## src/logic/gopm_defines.svh

```systemverilog
// Register offsets, field positions and reset values of the output port mapper
`ifndef GOPM_DEFINES_SVH
`define GOPM_DEFINES_SVH

`define GOPM_OFF_PORT_WORD    12'h000
`define GOPM_OFF_PORT_BIT     12'h004
`define GOPM_OFF_DONE_SEL     12'h008
`define GOPM_OFF_DONE_INV     12'h00c
`define GOPM_OFF_CONTROL      12'h010
`define GOPM_OFF_STATUS       12'h014

`define GOPM_PORT_BIT_NUM_LSB 0
`define GOPM_PORT_BIT_VAL_POS 8
`define GOPM_DONE_SEL_EN_POS  3
`define GOPM_CTRL_RUN_POS     0
`define GOPM_CTRL_ALARM_CLEAR_POS 1
`define GOPM_CTRL_RESTORE_POS 2

`define GOPM_PORT_RST         8'h00
`define GOPM_DONE_EN_RST      1'b0
`define GOPM_DONE_SEL_RST     3'h0
`define GOPM_DONE_INV_RST     1'b0

`endif

```

## src/logic/gopm_pkg.sv

```systemverilog
// Types shared by the output port mapper
package gopm_pkg;
  typedef struct packed {
    logic        sel;
    logic [11:0] addr;
    logic        write;
    logic [2:0]  size;
    logic [1:0]  trans;
  } gopm_ahb_req_t;

  typedef struct packed {
    logic       en;
    logic [2:0] port;
    logic       inv;
  } gopm_route_t;
endpackage

```

## src/logic/gopm_top.sv

```systemverilog
// Eight-bit general output port with routable motion-complete signal
`include "gopm_defines.svh"
// How it works
// - Eight ports form one read/write word; routed ports read back the routed signal.
// - Single-bit write turns a chosen port on (1) or off (0); write only.
// - Direct writes to a port carrying a routed signal are ignored.
// - Write-only selector 0..7 routes the motion-complete signal onto one port.
// - With inversion set, the routed port carries the complement of the signal.
// - Routing is volatile and returns to factory default at power-up reset.
// - Starting a program, by command or start input, restores routing defaults.
// - Clearing alarms, by command or clear input, restores routing defaults.
module gopm_top
  import gopm_pkg::*;
(
  input  wire logic        SYS_CLK_I,
  input  wire logic        RST_I,
  input  wire logic        HSEL_I,
  input  wire logic [11:0] HADDR_I,
  input  wire logic [1:0]  HTRANS_I,
  input  wire logic        HWRITE_I,
  input  wire logic [2:0]  HSIZE_I,
  input  wire logic [31:0] HWDATA_I,
  input  wire logic        HREADY_I,
  output logic      [31:0] HRDATA_O,
  output logic             HREADYOUT_O,
  output logic             HRESP_O,
  input  wire logic        MOTION_DONE_I,
  input  wire logic        PROGRAM_START_I,
  input  wire logic        ALARM_CLEAR_INPUT_I,
  output logic      [7:0]  PORT_O
);
  import gopm_pkg::*;

  // ********************************
  // Bus address phase
  // ********************************
  gopm_ahb_req_t req_d;
  gopm_ahb_req_t req_q;
  logic          wr_act;
  logic          rd_act;

  assign req_d = '{sel: HSEL_I, addr: HADDR_I, write: HWRITE_I, size: HSIZE_I,
                   trans: HTRANS_I};

  always_ff @(posedge SYS_CLK_I) begin
    if (RST_I) begin
      req_q <= '0;
    end else if (HREADY_I) begin
      req_q <= req_d;
      req_q.sel <= HSEL_I && HTRANS_I[1];
    end
  end

  assign wr_act = req_q.sel && req_q.write;
  assign rd_act = HSEL_I && HTRANS_I[1] && !HWRITE_I && HREADY_I;

  // ********************************
  // Routing state
  // ********************************
  gopm_route_t route_q;
  logic        restore;
  logic        ctrl_wr;

  assign ctrl_wr = wr_act && (req_q.addr == `GOPM_OFF_CONTROL);
  assign restore = PROGRAM_START_I || ALARM_CLEAR_INPUT_I ||
                   (ctrl_wr && (HWDATA_I[`GOPM_CTRL_RUN_POS] ||
                                HWDATA_I[`GOPM_CTRL_ALARM_CLEAR_POS] ||
                                HWDATA_I[`GOPM_CTRL_RESTORE_POS]));

  always_ff @(posedge SYS_CLK_I) begin
    if (RST_I) begin
      route_q <= '{en: `GOPM_DONE_EN_RST, port: `GOPM_DONE_SEL_RST,
                   inv: `GOPM_DONE_INV_RST};
    end else if (restore) begin
      route_q <= '{en: `GOPM_DONE_EN_RST, port: `GOPM_DONE_SEL_RST,
                   inv: `GOPM_DONE_INV_RST};
    end else if (wr_act && req_q.addr == `GOPM_OFF_DONE_SEL) begin
      route_q.port <= HWDATA_I[2:0];
      route_q.en   <= HWDATA_I[`GOPM_DONE_SEL_EN_POS];
    end else if (wr_act && req_q.addr == `GOPM_OFF_DONE_INV) begin
      route_q.inv <= HWDATA_I[0];
    end
  end

  // ********************************
  // Direct port latch
  // ********************************
  logic [7:0] routed_mask;
  logic [7:0] direct_q;
  logic [7:0] port_d;
  logic       done_level;
  logic [2:0] bit_num;

  localparam logic [7:0] port_rst = `GOPM_PORT_RST;

  assign done_level = MOTION_DONE_I ^ route_q.inv;
  assign bit_num    = HWDATA_I[`GOPM_PORT_BIT_NUM_LSB +: 3];

  genvar g;
  generate
    for (g = 0; g < 8; g++) begin : g_port
      assign routed_mask[g] = route_q.en && (route_q.port == 3'(g));

      always_ff @(posedge SYS_CLK_I) begin
        if (RST_I) begin
          direct_q[g] <= port_rst[g];
        end else if (!routed_mask[g]) begin
          if (wr_act && req_q.addr == `GOPM_OFF_PORT_WORD) begin
            direct_q[g] <= HWDATA_I[g];
          end else if (wr_act && req_q.addr == `GOPM_OFF_PORT_BIT && bit_num == 3'(g)) begin
            direct_q[g] <= HWDATA_I[`GOPM_PORT_BIT_VAL_POS];
          end
        end
      end

      assign port_d[g] = routed_mask[g] ? done_level : direct_q[g];
    end
  endgenerate

  always_ff @(posedge SYS_CLK_I) begin
    if (RST_I) begin
      PORT_O <= `GOPM_PORT_RST;
    end else begin
      PORT_O <= port_d;
    end
  end

  // ********************************
  // Read data and response
  // ********************************
  always_ff @(posedge SYS_CLK_I) begin
    if (RST_I) begin
      HRDATA_O <= 32'h0000_0000;
    end else if (rd_act) begin
      unique case (HADDR_I)
        `GOPM_OFF_PORT_WORD: HRDATA_O <= {24'h00_0000, port_d};
        `GOPM_OFF_STATUS:    HRDATA_O <= {27'h000_0000, route_q.inv, route_q.en,
                                          route_q.port};
        default:             HRDATA_O <= 32'h0000_0000;
      endcase
    end
  end

  always_ff @(posedge SYS_CLK_I) begin
    if (RST_I) begin
      HREADYOUT_O <= 1'b1;
      HRESP_O     <= 1'b0;
    end else begin
      HREADYOUT_O <= 1'b1;
      HRESP_O     <= 1'b0;
    end
  end
endmodule

```

## config.mk

```make
export PLATFORM = sky130hd
export DESIGN_NAME = gopm_top
export DESIGN_NICKNAME = d
export VERILOG_FILES = /design/src/logic/gopm_pkg.sv /design/src/logic/gopm_top.sv
export VERILOG_INCLUDE_DIRS = /design/src /design/src/logic
export SDC_FILE = /design/constraint.sdc
export NUM_CORES = 1
export LEC_CHECK = 0
export CORE_MARGIN = 2
export CORE_UTILIZATION = 62
export DETAILED_ROUTE_END_ITERATION = 16
export DONT_BUFFER_PORTS = 1
export GPL_TIMING_DRIVEN = 0
export PLACE_DENSITY = 0.77
export SLEW_MARGIN = 20
export SYNTH_ARGS = -nofsm -noshare
export SYNTH_HDL_FRONTEND = slang
export SYNTH_SLANG_ARGS = --single-unit
```

## constraint.sdc

```tcl
create_clock -name SYS_CLK_I -period 2.38 [get_ports SYS_CLK_I]
set_input_delay 0.357 -clock SYS_CLK_I [delete_from_list [all_inputs] [get_ports SYS_CLK_I]]
set_output_delay 0.357 -clock SYS_CLK_I [all_outputs]
set_load 0.02 [all_outputs]
```

==> out/metrics.yaml, run 1 <==
crit_chain: "or4_4 -> buf_6 -> or4_4 -> buf_6 -> mux2i_1 -> a211oi_1"
numCtsBuffers: 5
cts_setup_buffers: 0
irDropWorstVdd_mv: 0.3937
overflow: 0
power_density_nw_per_um2: 533.6
dp.cells: 306
die_area_sq_um: 4124
drc: 0
diodes: 0
clock_skew_ps: 12.58
dp_hpwl_um: 3544
hold_start: "RST_I"
synthDistinctLibCells: 42
regArea_sq_um: 860.8
dr_total_vias: 1760
drive_above_1_share_pct: 16.79
synth_area_leader_cell: "dfxtp_1"
grtUsageTotal_pct: 23.93
critPathKind: "reg -> reg"
drt_iter0_drc: 63
start_kind: "flop"
wl_met1_um: 1984
antenna_found_initial: 0
synth-main-ff-cell: "dfxtp_1"
post_drt_wl_per_cell_um: 14.77
endpoint_kind: "flop"
cts_max_path_buffers: 2
postRouteAntennaNets: 0
grt_max_degree: 13
fin_crit_ps: 2154
worstSkewPairLatency_ps: 360
setup_viol: 0
wirelength_um: 4637
areaGrowthSynthToFinish_pct: 9.627
place_ws_ps: 235.6
seq_area_frac_synth_pct: 38.29
synth_area_per_cell_sq_um: 9.527
p_leak_uw: 0.001088
synth-seq-cells: 43
route.top_layer_used: "met4"
path_buf_inv: 2
cts_tree: "done"
core-area_sq_um: 3416
cts_max_level: 2
cts_sinks: 43
synth_edf_count: 0
r2r-start: "req_q[11]"
row_count: 21
slew_viol_final: 0
hold_viol_final: 0
root_buffer: "clkbuf_4"
io_buffers: 0
max_cap_viol_count: 0
yosysWarnings: 0
slowest_delay_ps: 530
dr.pass1.iters: 4
rsz0062_at_grt: "false"
synth_top_cell_area_share_pct: 38.29
cp_data_arrival_time_ps: 2430
wl_met2_um: 2273
netlist_area_sq_um: 2248
async_flop_share_pct: 0
hold_path.class: "in -> reg"
ctsResizeCount: 0
path_max_fanout: 8
synthCells: 236
final.fill_count: 284
crit_start: "req_q[11]"
die_w_um: 64.22
power_uw: 1315
worstPathRequired_ps: 2660
fin_cells: 314
die_h_um: 64.22
crit_slowest_cell: "or4_4"
multi_input_area_sq_um: 1206
pin_count: 99
ctsHoldBuffers: 0
path_clk_slew_ps: 120
timing.final.ws_setup_ps: 226.0
cpLargestDelayFamily: "simple AND/OR/NAND/NOR gates"
first_global_vias: 1588
wl_met3_um: 338
grt_pass1_wl_um: 7610
initial_utilization_pct: 65.82
setup_tns_ps: 0
whs_ps: 75.07
vias_per_cell: 5.605
netlist_top_cells_area: "dfxtp_1 (38%), mux2i_1 (15%), buf_4 (8.7%)"
relSlewSlack_pct: 39.45
layout_worst_path_cycle_share_pct: 90.51
tightestPinTransition_ps: 901.3
place_congestion: 0.8448
layout.nets: 324
max_freq_mhz: 464.2
status: "finished, final reports clean"
power by group:
part	leakage [uW]	internal (uW)	switching, uW
Sequential	0.000349	734	10.6
Clock	0.0000386	174	224
Combinational	0.000701	71.5	101
Total	0.00109	979	336
per-layer routing:
| layer | GRT usage, % | up-vias |
|---|---|---|
| li1 | - | 872 |
| met1 | 28.35 | 826 |
| met2 | 41.80 | 57 |
| met3 | 7.923 | 5 |
| met4 | 5.585 | 0 |
| met5 | 0 | - |
metrics by stage:
step | cell area, sq um | util [%]
floorplan | 2338 | -
global placement | 2396 | 70.15
detailed placement | 2396 | 70.15
CTS | 2465 | 72.16
global route | 2465 | 72.16
finish | 2465 | 72.16
sequential cells by signal, summed over array words and instances (netlist names):
| name | count |
|---|---|
| req_q | 14 |
| direct_q | 8 |
| route_q | 5 |
| HRDATA_O | 8 |
| PORT_O | 8 |
worst paths after layout:
check                     end  slack [ps]  cells after the start
hold / removal      PORT_O[0]          80                      1
setup reg to reg  direct_q[3]         230                      6
hold reg to reg      req_q[7]         510                      2
setup / recovery  direct_q[3]         230                      6
kinds of logic (layout without fill, tap and decap cells):
logic type / count (synthesis) / count (layout) / share of synthesized area, %
AO/OA/AOI/OAI: 31 / 31 / 11.07
XOR/XNOR: 1 / 1 / 0.3896
buffers and inverters: 42 / 50 / 12.08
flip-flops: 43 / 43 / 38.29
multiplexers: 34 / 34 / 15.14
other: 2 / 26 / 0.3340
AND/OR/NAND/NOR: 83 / 83 / 22.70
worst reg2reg max path, stage by stage, from the launching register on:
cell and delay (ps):
dfxtp_1 330, or4_4 530, buf_6 150, or4_4 520, buf_6 160, mux2i_1 130
a211oi_1 250
Yosys cell counts, drive strengths merged (3+ instances only):
cell     n
a211oi   8
a21oi    7
a221o    5
a22o     3
a41oi    3
and2     6
and4     3
buf     31
clkbuf  10
dfxtp   43
mux2i   34
nand2    5
nand2b   4
nand4b   3
nor2    30
nor3     5
nor4     5
nor4bb   3
or4      6
cells in the final DEF (no fill, tap or decap), drive strengths merged:
| master | count |
|---|---|
| a211oi | 8 |
| a21bo | 1 |
| a21oi | 7 |
| a221o | 5 |
| a22o | 3 |
| a31oi | 2 |
| a41oi | 3 |
| and2 | 6 |
| and3 | 1 |
| and4 | 3 |
| and4b | 1 |
| buf | 31 |
| clkbuf | 18 |
| conb | 26 |
| dfxtp | 43 |
| inv | 1 |
| mux2i | 34 |
| nand2 | 5 |
| nand2b | 4 |
| nand3 | 1 |
| nand3b | 1 |
| nand4 | 2 |
| nand4b | 3 |
| nor2 | 30 |
| nor3 | 5 |
| nor3b | 2 |
| nor4 | 5 |
| nor4b | 2 |
| nor4bb | 3 |
| o21a | 1 |
| o31ai | 1 |
| or2 | 1 |
| or3b | 1 |
| or4 | 6 |
| or4bb | 1 |
| xor2 | 1 |
layout make-up:
class	count	area share, %
buffer	41	10.86
clock buffer	8	2.792
inverter	1	0.1523
multi-input combinational	175	48.93
sequential	43	34.92
tap	46	2.335
No activity file was read; power rests on OpenSTA's default activity.
==> inputs of run 2 (changes only) <==
CORE_ASPECT_RATIO = 0.9   (was default)
==> run 2 against run 1 <==
Net effect: non-clock buffer count did not move; critical endpoint unchanged; final cell count fell by 0.64%; sequential power is essentially flat; highest routed layer unchanged; setup slack lost 61 ps; global-route usage increased by 0.71 points.
==> out/metrics.yaml, run 2 (same netlist as run 1, synthesis figures left out) <==
dr.pass1.iters: 4
initial_utilization_pct: 65.58
power_frac_seq_pct: 54.2
hold_path.class: "in -> reg"
power_density_nw_per_um2: 553.7
dp_hpwl_um: 3567
drt_iter0_drc: 177
setup_viol: 0
setup_tns_ps: 0
relSlewSlack_pct: 35.73
pwr-share-clk_pct: 33.2
dr_total_vias: 1744
rsz0062_at_grt: "false"
cpLargestDelayFamily: "simple AND/OR/NAND/NOR gates"
slowest_delay_ps: 520
grtUsageTotal_pct: 24.64
cts_sinks: 43
worstSkewPairLatency_ps: 300
drive_above_1_share_pct: 16.79
cts_setup_buffers: 0
overflow: 0
path_buf_inv: 2
vias_per_cell: 5.590
io_buffers: 0
post_drt_wl_per_cell_um: 15.11
wirelength_um: 4713
grt_max_degree: 14
fin_crit_ps: 2215
combPwrFrac_pct: 12.6
layout.nets: 324
antenna_found_initial: 0
postRouteAntennaNets: 0
drc: 0
numCtsBuffers: 5
max_cap_viol_count: 0
pin_count: 99
clock_skew_ps: 7.906
place_congestion: 0.8852
hold_viol_final: 0
p_leak_uw: 0.001091
cts_max_level: 2
regMostFlops: "req_q"
power_uw: 1372
row_count: 20
cts_max_path_buffers: 2
layout_worst_path_cycle_share_pct: 93.06
core-area_sq_um: 3428
crit_slowest_cell: "or4_1"
largest_register_ffs: 14
power_switching_uw: 362.7
ctsHoldBuffers: 0
endpoint_kind: "flop"
final.fill_count: 290
irDropWorstVdd_mv: 0.4570
areaGrowthSynthToFinish_pct: 10.24
max_freq_mhz: 451.5
intPower_uw: 1010
ctsResizeCount: 0
layout.cells.most_common_list: "dfxtp_1 (43), mux2i_1 (34), nor2_1 (30), buf_4 (26), conb_1 (26)"
status: "finished, final reports clean"
cp_data_arrival_time_ps: 2380
fin_util_pct: 72.30
cts_tree: "done"
grt_pass1_wl_um: 7534
slew_viol_final: 0
fin_cells: 312
dp.cells: 304
first_global_vias: 1601
start_kind: "flop"
die_area_sq_um: 4125
die_w_um: 67.48
layout_commonest_cell: "dfxtp_1"
diodes: 0
critPathKind: "reg -> reg"
path_clk_slew_ps: 80
tightestPinTransition_ps: 956.6
crit_chain: "or4_1 -> buf_2 -> or4_4 -> buf_6 -> mux2i_1 -> a211oi_1"
switching_share_pct: 26.43
worstPathRequired_ps: 2540
path_max_fanout: 8
die_h_um: 61.13
root_buffer: "clkbuf_8"
[run 2: area by class of cell]
cell class                      instances  area, sq um  share of cell area [%]
Buffer                                 41        267.8                   10.80
Clock buffer                            6        72.57                   2.928
Clock inverter                          2        12.51                  0.5048
Inverter                                1        3.754                  0.1514
Multi-Input combinational cell        175         1206                   48.66
Sequential cell                        43        860.8                   34.73
Tap cell                               44        55.05                   2.221
[run 2: through the flow]
step | area [sq um] | setup WS [ps] | hold slack (ps)
4_1_cts | 2479 | 193.3 | 140.2
5_1_grt | 2479 | 68.87 | 129.5
2_1_floorplan | 2338 | 352.9 | 441.1
3_5_place_dp | 2394 | 202.4 | 450.1
6_report | 2479 | 165.2 | 141.7
3_3_place_gp | 2394 | 200.1 | 446.9
[run 2: worst reg2reg max path: cells and delay by family (launching register included)]
kind,cells,cell delay [ps]
simple gates,2,1040
buf+inv,2,350
flops,1,320
mux,1,250
compound gates,1,110
[run 2: path summary, 6_finish.rpt]
check | depth (start not counted) | endpoint | slack, ps | startpoint
worst max-delay path | 6 | direct_q[3] | 170 | req_q[15]
worst max register to register | 6 | direct_q[3] | 170 | req_q[15]
worst min-delay path | 1 | PORT_O[0] | 140 | RST_I
worst min register to register | 2 | req_q[7] | 500 | req_q[7]
[run 2: layer usage]
layer  track usage, %  up-vias  routed length, um
met5                0        -                  0
met4            9.621        0                 76
met3            7.678       10                437
met2            35.29       80               1932
met1            34.66      788               2266
li1                 -      866                  -
[run 2: power groups by stage]
stage,combinational [uW],clock (uW),sequential (uW)
3_3_place_gp,170,0,760
6_report,173,455,744
5_1_grt,189,492,746
3_5_place_dp,171,0,761
4_1_cts,171,457,744
2_1_floorplan,153,0,757
